$ cat config.mk
export PLATFORM = sky130hd
export DESIGN_NAME = reset_boot_sequencing
export DESIGN_NICKNAME = d
export VERILOG_FILES = /design/src/sync3.v /design/src/reset_boot_sequencing.v
export VERILOG_INCLUDE_DIRS = /design/src
export SDC_FILE = /design/constraint.sdc
export NUM_CORES = 1
export LEC_CHECK = 0
export ABC_AREA = 0
export BUFFER_PORTS_ARGS = -buffer_cell sky130_fd_sc_hd__buf_2
export CAP_MARGIN = 40
export CORE_ASPECT_RATIO = 0.8
export CORE_UTILIZATION = 45
export DETAILED_ROUTE_END_ITERATION = 6
export GPL_ROUTABILITY_DRIVEN = 0
export PLACE_DENSITY = 0.74
export SLEW_MARGIN = 30
export SYNTH_ARGS = -nofsm -noshare
export SYNTH_HDL_FRONTEND = slang
export SYNTH_HIERARCHICAL = 1
export SYNTH_SLANG_ARGS = --single-unit
$ cat constraint.sdc
create_clock -name ref_clk -period 1.6 [get_ports ref_clk]
set_input_delay 0.32 -clock ref_clk [delete_from_list [all_inputs] [get_ports ref_clk]]
set_output_delay 0.32 -clock ref_clk [all_outputs]
set_load 0.05 [all_outputs]
$ cat src/reset_boot_consts.vh
`ifndef RESET_BOOT_CONSTS_VH
`define RESET_BOOT_CONSTS_VH

// ----------------------------------------------------------------
// Lock latency
// ----------------------------------------------------------------
`define LOCK_CYCLES 4096
`define LOCK_CNT_W 13

// ----------------------------------------------------------------
// Start-up ratio pin codes and ratios
// ----------------------------------------------------------------
`define RATIO_CODE_6 2'h0
`define RATIO_CODE_32 2'h1
`define RATIO_CODE_16 2'h2
`define RATIO_CODE_RSVD 2'h3
`define RATIO_6 6'h06
`define RATIO_32 6'h20
`define RATIO_16 6'h10
`define RATIO_W 6

// ----------------------------------------------------------------
// Reset vector
// ----------------------------------------------------------------
`define RESET_VECTOR 24'h090000
`define VECTOR_W 24

`endif

$ cat src/sync3.v
`timescale 1ns/1ps

// ----------------------------------------------------------------
// Three-stage synchroniser; output moves once stages two and three agree
// ----------------------------------------------------------------
module sync3 #(
    parameter RESET_VAL = 1'b0
) (
    input wire ref_clk, // Clock
    input wire rstn, // Asynchronous reset, active low
    input wire din, // Asynchronous input
    output reg dout // Filtered synchronous level
);
    reg s1;
    reg s2;
    reg s3;

    always @(posedge ref_clk or negedge rstn) begin
        if (!rstn) begin
            s1 <= RESET_VAL;
            s2 <= RESET_VAL;
            s3 <= RESET_VAL;
            dout <= RESET_VAL;
        end else begin
            s1 <= din;
            s2 <= s1;
            s3 <= s2;
            if (s2 == s3) begin
                dout <= s3;
            end
        end
    end
endmodule // sync3

$ cat src/reset_boot_sequencing.v
`timescale 1ns/1ps
`include "reset_boot_consts.vh"

module reset_boot_sequencing #(
    parameter LOCK_CYCLES = `LOCK_CYCLES
) (
    input wire ref_clk, // Reference clock, 200 MHz
    input wire rstn, // Reset input, active low
    input wire [1:0] boot_select_pins, // Boot mode select straps
    input wire [1:0] startup_ratio_pins, // Start-up clock ratio straps
    input wire test_rst_n, // Test reset, active low
    input wire scan_shift, // Scan output being shifted
    input wire scan_data, // Scan data from the scan path
    input wire rd_n_core, // Core read strobe
    input wire wr_n_core, // Core write strobe
    input wire ale_core, // Core address-latch strobe
    output reg reset_output_pin_n, // Reset to external devices, low
    output reg core_run, // Core may execute
    output reg [23:0] fetch_addr, // First fetch address
    output reg [1:0] boot_mode, // Captured boot mode
    output reg [5:0] clk_ratio, // Captured core-to-reference ratio
    output reg ratio_reserved, // Ratio pins held reserved code
    output reg test_port_reset, // Test-port machine in reset
    output reg rd_n_out, // Read strobe pin value
    output reg rd_n_oe_n, // Read strobe enable, low drives
    output reg wr_n_out, // Write strobe pin value
    output reg wr_n_oe_n, // Write strobe enable, low drives
    output reg ale_out, // Address-latch pin value
    output reg ale_oe_n, // Address-latch enable, low drives
    output reg tdo_out, // Test data out value
    output reg tdo_oe_n, // Test data out enable, low drives
    output reg in_pins_oe_n, // Input-only pin drivers, high off
    output reg in_pins_pu_en, // Input-only pin pull-ups
    output reg out_pins_oe_n // Output-only pin drivers, low drives
);
    // ------------------------------------------------------------
    // Reset release synchronisation
    // ------------------------------------------------------------
    wire rst_sync;
    wire trst_sync;
    wire [1:0] boot_sync;
    wire [1:0] ratio_sync;
    reg [`LOCK_CNT_W-1:0] lock_cnt;
    reg locked;
    reg straps_taken;
    reg [`RATIO_W-1:0] next_ratio;

    // Constant high input: rises a few edges after release
    sync3 #(.RESET_VAL(1'b0)) u_rst_sync (
        .ref_clk(ref_clk),
        .rstn(rstn),
        .din(1'b1),
        .dout(rst_sync)
    );

    sync3 #(.RESET_VAL(1'b0)) u_trst_sync (
        .ref_clk(ref_clk),
        .rstn(rstn),
        .din(test_rst_n),
        .dout(trst_sync)
    );

    // ------------------------------------------------------------
    // Strap synchronisers
    // ------------------------------------------------------------
    // Straps settle at the same edge as the released reset
    sync3 #(.RESET_VAL(1'b0)) u_boot_sync0 (
        .ref_clk(ref_clk),
        .rstn(rstn),
        .din(boot_select_pins[0]),
        .dout(boot_sync[0])
    );

    sync3 #(.RESET_VAL(1'b0)) u_boot_sync1 (
        .ref_clk(ref_clk),
        .rstn(rstn),
        .din(boot_select_pins[1]),
        .dout(boot_sync[1])
    );

    sync3 #(.RESET_VAL(1'b0)) u_ratio_sync0 (
        .ref_clk(ref_clk),
        .rstn(rstn),
        .din(startup_ratio_pins[0]),
        .dout(ratio_sync[0])
    );

    sync3 #(.RESET_VAL(1'b0)) u_ratio_sync1 (
        .ref_clk(ref_clk),
        .rstn(rstn),
        .din(startup_ratio_pins[1]),
        .dout(ratio_sync[1])
    );

    // ------------------------------------------------------------
    // Start-up ratio decode
    // ------------------------------------------------------------
    always @* begin
        case (ratio_sync)
            `RATIO_CODE_6: next_ratio = `RATIO_6;
            `RATIO_CODE_32: next_ratio = `RATIO_32;
            `RATIO_CODE_16: next_ratio = `RATIO_16;
            default: next_ratio = `RATIO_6;
        endcase
    end

    // ------------------------------------------------------------
    // Strap capture
    // ------------------------------------------------------------
    always @(posedge ref_clk or negedge rstn) begin
        if (!rstn) begin
            straps_taken <= 1'b0;
            boot_mode <= 2'h0;
            clk_ratio <= `RATIO_6;
            ratio_reserved <= 1'b0;
        end else if (rst_sync && !straps_taken) begin
            // Filtered straps caught once; later changes are ignored
            straps_taken <= 1'b1;
            boot_mode <= boot_sync;
            clk_ratio <= next_ratio;
            ratio_reserved <= (ratio_sync == `RATIO_CODE_RSVD);
        end
    end

    // ------------------------------------------------------------
    // Lock counter
    // ------------------------------------------------------------
    always @(posedge ref_clk or negedge rstn) begin
        if (!rstn) begin
            lock_cnt <= {`LOCK_CNT_W{1'b0}};
            locked <= 1'b0;
        end else if (rst_sync && !locked) begin
            if (lock_cnt == LOCK_CYCLES - 1) begin
                locked <= 1'b1;
            end else begin
                lock_cnt <= lock_cnt + 1'b1;
            end
        end
    end

    // ------------------------------------------------------------
    // Core start and reset output
    // ------------------------------------------------------------
    always @(posedge ref_clk or negedge rstn) begin
        if (!rstn) begin
            core_run <= 1'b0;
            fetch_addr <= `RESET_VECTOR;
            reset_output_pin_n <= 1'b0;
        end else begin
            core_run <= locked;
            fetch_addr <= `RESET_VECTOR;
            reset_output_pin_n <= locked;
        end
    end

    // ------------------------------------------------------------
    // Test port reset
    // ------------------------------------------------------------
    always @(posedge ref_clk or negedge rstn) begin
        if (!rstn) begin
            test_port_reset <= 1'b1;
        end else begin
            test_port_reset <= !trst_sync;
        end
    end

    // ------------------------------------------------------------
    // Bus strobes
    // ------------------------------------------------------------
    always @(posedge ref_clk or negedge rstn) begin
        if (!rstn) begin
            rd_n_out <= 1'b1;
            rd_n_oe_n <= 1'b1;
            wr_n_out <= 1'b1;
            wr_n_oe_n <= 1'b1;
            ale_out <= 1'b0;
            ale_oe_n <= 1'b1;
        end else begin
            rd_n_out <= rd_n_core;
            rd_n_oe_n <= !rst_sync;
            wr_n_out <= wr_n_core;
            wr_n_oe_n <= !rst_sync;
            ale_out <= ale_core;
            ale_oe_n <= !rst_sync;
        end
    end

    // ------------------------------------------------------------
    // Test data out
    // ------------------------------------------------------------
    always @(posedge ref_clk or negedge rstn) begin
        if (!rstn) begin
            tdo_out <= 1'b0;
            tdo_oe_n <= 1'b1;
        end else begin
            tdo_out <= scan_data;
            tdo_oe_n <= !(scan_shift && trst_sync);
        end
    end

    // ------------------------------------------------------------
    // Fixed-direction pins
    // ------------------------------------------------------------
    always @(posedge ref_clk or negedge rstn) begin
        if (!rstn) begin
            in_pins_oe_n <= 1'b1;
            in_pins_pu_en <= 1'b0;
            out_pins_oe_n <= 1'b0;
        end else begin
            in_pins_oe_n <= 1'b1;
            in_pins_pu_en <= 1'b0;
            out_pins_oe_n <= 1'b0;
        end
    end
endmodule // reset_boot_sequencing

==> results of run 1 <==
==> metrics by stage <==
step	setup slack [ps]	cell area (µm²)	cells	total power (µW)	util (%)
final	75.5	2390	252	3310	52.3
after global routing	12.9	2390	252	3460	52.3
after CTS	75.6	2390	252	3350	52.3
after detailed placement	89.1	2270	244	2410	49.7
after global placement	143	2270	244	2390	49.7
after floorplan	106	2250	183	2300	-
==> synthesized netlist by cell type (all sizes together), types with 3 or more instances <==
cell / count / area [µm²]
dfrtp: 47 / 1180
buf: 33 / 248
inv: 7 / 26.3
mux2: 7 / 82.6
dfstp: 6 / 158
maj3: 6 / 67.6
nand2: 6 / 25.0
xnor2: 6 / 52.6
a21oi: 4 / 20.0
ha: 4 / 50.1
nand3: 4 / 20.0
and2: 3 / 20.0
mux2i: 3 / 30.0
nand4: 3 / 33.8
==> cells in the final DEF (no fill, tap or decap), drive strengths merged, types with 2 or more instances in the layout <==
cell	count
nor2	2
nand3	4
conb	30
mux2	7
and2	3
xnor2	6
buf	34
nand2	6
ha	4
clkbuf	6
inv	7
dfrtp	47
a21oi	4
dfstp	6
maj3	6
and4	2
nand4	3
and3	2
mux2i	3
==> layer usage <==
metal / vias to the layer above / track usage [%] / wire length (µm)
li1: 521 / - / -
met2: 42 / 18.3 / 1180
met3: 7 / 4.06 / 167
met1: 540 / 16.2 / 1300
met5: - / 0 / 0
met4: 0 / 7.95 / 67
==> worst max-delay path by stage <==
| stage | startpoint | end | slack (ps) | depth (start not counted) |
|---|---|---|---|---|
| after CTS | lock_cnt[1] | lock_cnt[1] | 80 | 5 |
| after detailed placement | lock_cnt[1] | lock_cnt[1] | 90 | 5 |
| after global routing | lock_cnt[1] | lock_cnt[1] | 10 | 5 |
| final | lock_cnt[1] | lock_cnt[1] | 80 | 5 |
| after floorplan | lock_cnt[0] | lock_cnt[1] | 110 | 5 |
| after global placement | lock_cnt[1] | lock_cnt[1] | 140 | 5 |
==> logic make-up after synthesis <==
family                   count (synthesis)  synth area share [%]
adder cells (fa/ha/maj)                 10                  5.49
buffers and inverters                   40                  12.8
other                                    2                 0.351
flip-flops                              53                  62.3
AND/OR/NAND/NOR                         26                  9.05
AO/OA/AOI/OAI                            8                  2.34
multiplexers                            10                  5.26
XOR/XNOR                                 6                  2.45
==> layout make-up <==
class | instances | area, µm² | share of cell area, %
sequential | 53 | 1330 | 55.8
multi-input combinational | 90 | 639 | 26.8
tap | 60 | 75.1 | 3.14
timing repair buffer | 34 | 195 | 8.17
inverter | 7 | 26.3 | 1.10
clock inverter | 2 | 37.5 | 1.57
clock buffer | 6 | 82.6 | 3.46
==> power by group through the flow <==
| stage | clock [µW] | sequential [µW] | combinational (µW) |
|---|---|---|---|
| final | 925 | 1650 | 737 |
| after global routing | 998 | 1670 | 797 |
| after CTS | 962 | 1650 | 743 |
| after detailed placement | 0 | 1670 | 745 |
| after global placement | 0 | 1660 | 731 |
| after floorplan | 0 | 1790 | 509 |
==> critical path, delay by kind of cell, from the launching register on <==
family | cells | cell delay, ps
mux | 1 | 290
flops | 1 | 410
simple gates | 3 | 510
fa+ha+maj | 1 | 210
==> impl_results.md, run 1 <==
* Max FFs per register at 13
* Final Skew at 5.39 ps
* Sequential area share after synthesis at 62.3%
* WHS at -9.96 ps
* First-pass GRT wire length at 4.68 mm
* I/O pin total at 59
* Crit-path max FO at 5
* Power share of the clock group at 28.0%
* Routed WL per cell at 10.8 µm
* Number of synthesized register bits at 53
* Pwr per Cell Area at 1380 nW/µm²
* Critical path class: register to register
* Unrepaired setup endpoints after global routing: no
* Combinational Power Share at 22.3%
* Hold buffer count at cts at 0
* Clock Latency Late Sink at 300 ps
* Share of cells above drive strength 1 at 36.5%
* Syn_area_per_cell at 13.8 µm²
* Drc violations at 0
* Worst path cell trace: ha_1 > and4b_4 > nand4_4 > nand2_2 > mux2_4
* Critical Path Max Stage Delay at 410 ps
* Cell Area, Synth at 2140 µm²
* Status: complete, but fails checks
* RR Endpoint: lock_cnt[1]
* RR Startpoint: lock_cnt[1]
* Chip height at 63.7 µm
* FMAX at 656 MHz
* Most common flop cell mapped by yosys: dfrtp_1
* Cell-internal power at 2240 µW
* Clock Sinks at 53
* Worst EP arrival at 1720 ps
* Dpl hpwl at 1.92 mm
* Final hold viol count at 8
* Largest net degree at the start of global routing at 54
* Setup Fix Bufs, Post-CTS at 0
* Flop pwr share at 49.8%
* DIE AREA at 5040 µm²
* Ys Warns at 6
* CTS HTree Levels at 2
* Clock Root Buffer: clkbuf_8
* CTS tree: yes
* Max rail drop VDD at 817 µV
* Die W at 79.1 µm
* Initial DRC Count at 23
* Core Area at 4570 µm²
* Total grt overflow at 0
* Initial Util at 46.9%
* Post-CTS Resized at 0
* Leakage at 0.00118 µW
* Post-synthesis cell count at 155
* # fillers at 416
* Net switching power at 1060 µW
* Setup TNS at 0 ps
* Area growth from synthesis to layout at 11.6%
* Largest Register: lock_cnt
* CP Capture Type: register
* R2R setup slack at 80 ps
* Worst Path Required at 1800 ps
* # setup viols final at 0
* Sw frac at 32.1%
* Max Cap Violations at 0
* CTS Buf Count at 5
* Port bufs at 29
* Row Count at 22
* Slowest-stage cell, CP: dfrtp_1
* First drt pass iteration count at 4
* Async SR Flop Fraction at 100%
* Biggest regs: lock_cnt: 13 flops, clk_ratio: 3 flops, boot_mode: 2 flops
* Vias in the first global route at 1060
* Final wirelength at 2.72 mm
* Worst reg2reg path depth at 5
* Antenna Nets Post-Route at 0
* Minimum clock period at 1520 ps
* Final period utilization at 95.3%
* Final Max Slew Viols at 0
* CP startpoint kind: register
* Ant diodes at 0
* Nets@finish at 207
* Failing checks: negative hold slack
* Reg clk slew, reported paths at 90 ps
* Initial antenna violation count at 0
* Hold crit path type: input pin to async pin
* Vias per cell at 4.40
* Synth cell types at 32
* Gr usage total at 12.6%
* Detailed-route via count at 1110
* CTS Buffer Depth at 2
* Number of synthesized flops with an enable pin at 0
Power figures use the tool's default switching activity.
==> inputs of run 2 (changes only) <==
- BUFFER_PORTS_ARGS: -buffer_cell sky130_fd_sc_hd__buf_2 -> unset
- DONT_BUFFER_PORTS: unset -> 1
- GPL_TIMING_DRIVEN: unset -> 0
- PLACE_DENSITY: 0.74 -> 0.64
==> impl_results.md, run 2 (synthesis gave the netlist of run 1 again) <==
* Status: finished, final reports clean
* Combinational Power Share at 20.9%
* Area growth from synthesis to layout at 16.9%
* Flop pwr share at 56.7%
* Share of cells above drive strength 1 at 37.1%
* Setup TNS at 0 ps
* # setup viols final at 0
* Initial DRC Count at 69
* R2R setup slack at 40 ps
* First drt pass iteration count at 4
* Dpl hpwl at 2.11 mm
* Max rail drop VDD at 795 µV
* Reg clk slew, reported paths at 90 ps
* Initial Util at 46.9%
* Detailed-route via count at 1124
* CTS Buffer Depth at 2
* Final wirelength at 2.96 mm
* Antenna Nets Post-Route at 0
* Port bufs at 0
* Largest Register: lock_cnt
* Hold EP: u_boot_sync0/s1
* Minimum clock period at 1560 ps
* Worst reg2reg path depth at 5
* Most common cell after layout, fill and taps aside: dfrtp_1
* Vias in the first global route at 1121
* Gr usage total at 12.9%
* DP Cell Count at 243
* Vias per cell at 4.37
* Nets@finish at 212
* CTS Buf Count at 5
* Largest net degree at the start of global routing at 54
* Row Count at 22
* Power, Total at 3170 µW
* Core Area at 4570 µm²
* Hold crit path type: input pin to register
* Max Cap Violations at 0
* RR Startpoint: lock_cnt[0]
* CTS tree: yes
* DIE AREA at 5040 µm²
* Sw frac at 33.6%
* Clock Sinks at 53
* Net switching power at 1070 µW
* CP Capture Type: register
* Hold Startpoint: boot_select_pins[0]
* Routed WL per cell at 11.5 µm
* Total grt overflow at 0
* Worst EP arrival at 1740 ps
* Final period utilization at 97.3%
* Ant diodes at 0
* CP startpoint kind: register
* Pwr per Cell Area at 1270 nW/µm²
* First-pass GRT wire length at 4.88 mm
* Final Skew at 4.21 ps
* CTS HTree Levels at 2
* Initial antenna violation count at 0
* Die W at 79.1 µm
* Leakage at 0.00122 µW
* Drc violations at 0
* Cell-internal power at 2100 µW
* Chip height at 63.7 µm
* Crit-path max FO at 8
* Unrepaired setup endpoints after global routing: yes
* Critical path class: register to register
* Biggest regs: lock_cnt: 13 flops, clk_ratio: 3 flops, boot_mode: 2 flops
* Final non-filler cell total at 257
* Worst Path Required at 1780 ps
* Clock Root Buffer: clkbuf_8
* Max FFs per register at 13
* Final Max Slew Viols at 0
* Most frequent cells in the layout: dfrtp_1 (47), buf_4 (32), conb_1 (30)
* I/O pin total at 59
* Clock Latency Late Sink at 300 ps
* Final hold viol count at 0
* FMAX at 642 MHz
* RR Endpoint: lock_cnt[1]
* Hold Path Depth at 0
* Power share of the clock group at 22.5%
==> run 2: power groups by stage <==
stage / combinational, µW / sequential (µW) / clock, µW
global route: 711 / 1820 / 789
floorplan: 509 / 1790 / 0
detailed placement: 552 / 1840 / 0
CTS: 650 / 1790 / 737
finish: 661 / 1800 / 712
global placement: 530 / 1820 / 0
==> run 2: layer usage <==
| metal | wire length (µm) | track usage (%) | part of all wire (%) |
|---|---|---|---|
| met1 | 1300 | 15.4 | 44 |
| met2 | 1400 | 21.4 | 47 |
| met3 | 224 | 3.91 | 7.6 |
| met4 | 37 | 6.14 | 1.3 |
| met5 | 0 | 0 | 0 |
==> run 2: what timing repair did <==
| action | 4_1_cts | 5_1_grt |
|---|---|---|
| hold buffers | 4 | 0 |
| cloned | 0 | 0 |
| endpoints found under the hold margin | 55 | 0 |
| pin swaps | 1 | 1 |
| gates resized for setup | 0 | 6 |
| endpoints found under the setup margin | 1 | 10 |
| buffers inserted | 2 | 0 |
==> run 2: metrics by stage <==
step,util [%],instance area (µm²),hold WS [ps],setup slack (ps)
3_3_place_gp,50.8,2320,25.6,13.5
5_1_grt,54.8,2500,18.3,-21.3
2_1_floorplan,-,2250,24.4,106
3_5_place_dp,50.8,2320,25.4,-45.3
6_report,54.8,2500,40.6,42.5
4_1_cts,54.4,2480,28.2,1.40
==> run 2: final cells by class <==
type,count,area [µm²]
fillers,381,2060
flip-flops and latches,53,1330
multi-input cells,90,649
plain buffers,33,259
well taps,60,75.1
clock buffers,6,72.6
repair buffers,6,72.6
inverters,7,26.3
clock inverters,2,16.3
==> run 2: how the worst max path moves through the flow <==
stage | slack [ps] | to | start
2_1_floorplan | 110 | lock_cnt[1] | lock_cnt[0]
3_3_place_gp | 10 | lock_cnt[1] | lock_cnt[0]
3_5_place_dp | -50 | lock_cnt[1] | lock_cnt[0]
4_1_cts | 1 | wr_n_oe_n | ale_oe_n
5_1_grt | -20 | lock_cnt[1] | lock_cnt[0]
6_report | 40 | lock_cnt[1] | lock_cnt[0]
==> run 2: critical path, stage by stage, from the launching register on <==
cell and delay [ps]:
dfrtp_1 380, ha_2 200, and4b_4 280, nand4_4 160
nand2_4 120, mux2_4 300
==> inputs of run 3 (changes only) <==
- CORE_UTILIZATION: 45 -> 55
- PLACE_DENSITY: 0.64 -> 0.74
==> impl_results.md, run 3 (synthesis gave the netlist of run 1 again) <==
* Hold Path Depth at 0
* Detailed-route via count at 1128
* Gr usage total at 17.0%
* Ant diodes at 0
* Worst reg2reg path depth at 5
* Critical path class: register to primary output
* # setup viols final at 0
* Final Max Slew Viols at 0
* Slowest-stage cell, CP: dfstp_2
* Hold crit path type: input pin to register
* DIE AREA at 4150 µm²
* Status: finished, final reports clean
* Leakage at 0.00123 µW
* Final period utilization at 99.8%
* RR Startpoint: lock_cnt[1]
* Largest net degree at the start of global routing at 54
* R2R setup slack at 50 ps
* Share of cells above drive strength 1 at 36.0%
* CP Capture Type: primary output
* Most frequent cells in the layout: dfrtp_1 (47), buf_4 (34), conb_1 (30)
* Pwr per Cell Area at 1290 nW/µm²
* Worst path cell trace: buf_4
* Worst EP arrival at 1280 ps
* CTS tree: yes
* I/O pin total at 59
* Power, Total at 3190 µW
* # fillers at 260
* Cell family with most CP delay: flip-flops
* Vias in the first global route at 1119
* Port bufs at 0
* Critical Path Max Stage Delay at 710 ps
* Final wirelength at 3.22 mm
* Crit-path max FO at 3
* Routed WL per cell at 13.5 µm
* Final hold viol count at 0
* Vias per cell at 4.72
* Initial antenna violation count at 0
* Clock Latency Late Sink at 310 ps
* Clock Root Buffer: clkbuf_8
* Core Area at 3570 µm²
* First-pass GRT wire length at 5.17 mm
* Hold Startpoint: test_rst_n
* Most common cell after layout, fill and taps aside: dfrtp_1
* Nets@finish at 212
* Max rail drop VDD at 849 µV
* CTS Buffer Depth at 2
* Buf/Inv on CP at 1
* CTS Buf Count at 5
* Total grt overflow at 0
* Area growth from synthesis to layout at 15.2%
* Dpl hpwl at 2.19 mm
* Initial Util at 60.1%
* Clock Sinks at 53
* Final Skew at 3.83 ps
* Chip height at 57.8 µm
* FMAX at 626 MHz
* Setup ws final at 2.75 ps
* Fin util at 69.2%
* Max Cap Violations at 0
* Worst Path Required at 1280 ps
* Biggest regs: lock_cnt: 13 flops, clk_ratio: 3 flops, boot_mode: 2 flops
* RR Endpoint: lock_cnt[1]
* Reg clk slew, reported paths at 90 ps
* Die W at 71.8 µm
* Minimum clock period at 1600 ps
* First drt pass iteration count at 4
* Worst slack at placement at -14.2 ps
* Row Count at 19
* CP startpoint kind: register
* CTS HTree Levels at 2
* Drc violations at 0
* Unrepaired setup endpoints after global routing: yes
* Antenna Nets Post-Route at 0
* Hold EP: u_trst_sync/s1
* Initial DRC Count at 26
* Largest Register: lock_cnt
* Max FFs per register at 13
==> run 3: routing by layer <==
metal / routed length (µm) / part of all wire (%) / global-route usage [%]
met1: 1380 / 43 / 21.1
met2: 1590 / 49 / 27.6
met3: 182 / 5.7 / 4.52
met4: 66 / 2.1 / 9.24
met5: 0 / 0 / 0
==> run 3: worst max path at each step <==
stage                      from          end  slack [ps]  depth (start not counted)
global route           ale_oe_n    rd_n_oe_n         -30                          1
detailed placement  lock_cnt[0]  lock_cnt[1]         -10                          5
finish                 ale_oe_n    rd_n_oe_n           3                          1
floorplan           lock_cnt[0]  lock_cnt[1]         110                          5
global placement    lock_cnt[0]  lock_cnt[1]           8                          5
CTS                    ale_oe_n    wr_n_oe_n        -0.1                          1
==> run 3: worst register-to-register path, cell delays in order, from the launching register on <==
cell,delay [ps]
dfrtp_1,380
ha_1,190
and4b_4,290
nand4_4,160
nand2_4,110
mux2_4,290
==> run 3: final cells by class <==
class	instances	area (µm²)	area share, %
Buffer	33	251	10.2
Clock buffer	6	72.6	2.94
Clock inverter	2	13.8	0.558
Inverter	7	26.3	1.06
Multi-Input combinational cell	90	644	26.1
Sequential cell	53	1330	54.1
Tap cell	42	52.6	2.13
Timing Repair Buffer	6	72.6	2.94
==> run 3: timing repair <==
item	CTS	global route
pin swaps	0	2
resized for setup	1	1
setup endpoints to repair	3	3
hold buffers	4	0
hold endpoints to repair	55	0
setup buffers	2	0
==> run 3: where the power goes <==
group / switching, µW / internal, µW / leakage, µW
Clock: 423 / 312 / 0.0000456
Combinational: 388 / 275 / 0.000544
Sequential: 283 / 1510 / 0.000638
Total: 1090 / 2100 / 0.00123
==> run 3: stage by stage <==
step	hold WS [ps]	cell area [µm²]	cells	setup TNS (ps)
after floorplan	24.4	2250	183	0
after global placement	25.5	2300	225	0
after detailed placement	25.5	2300	225	-14.2
after CTS	21.5	2460	239	-0.0986
after global routing	16.5	2470	239	-61.2
final	31.6	2470	239	0
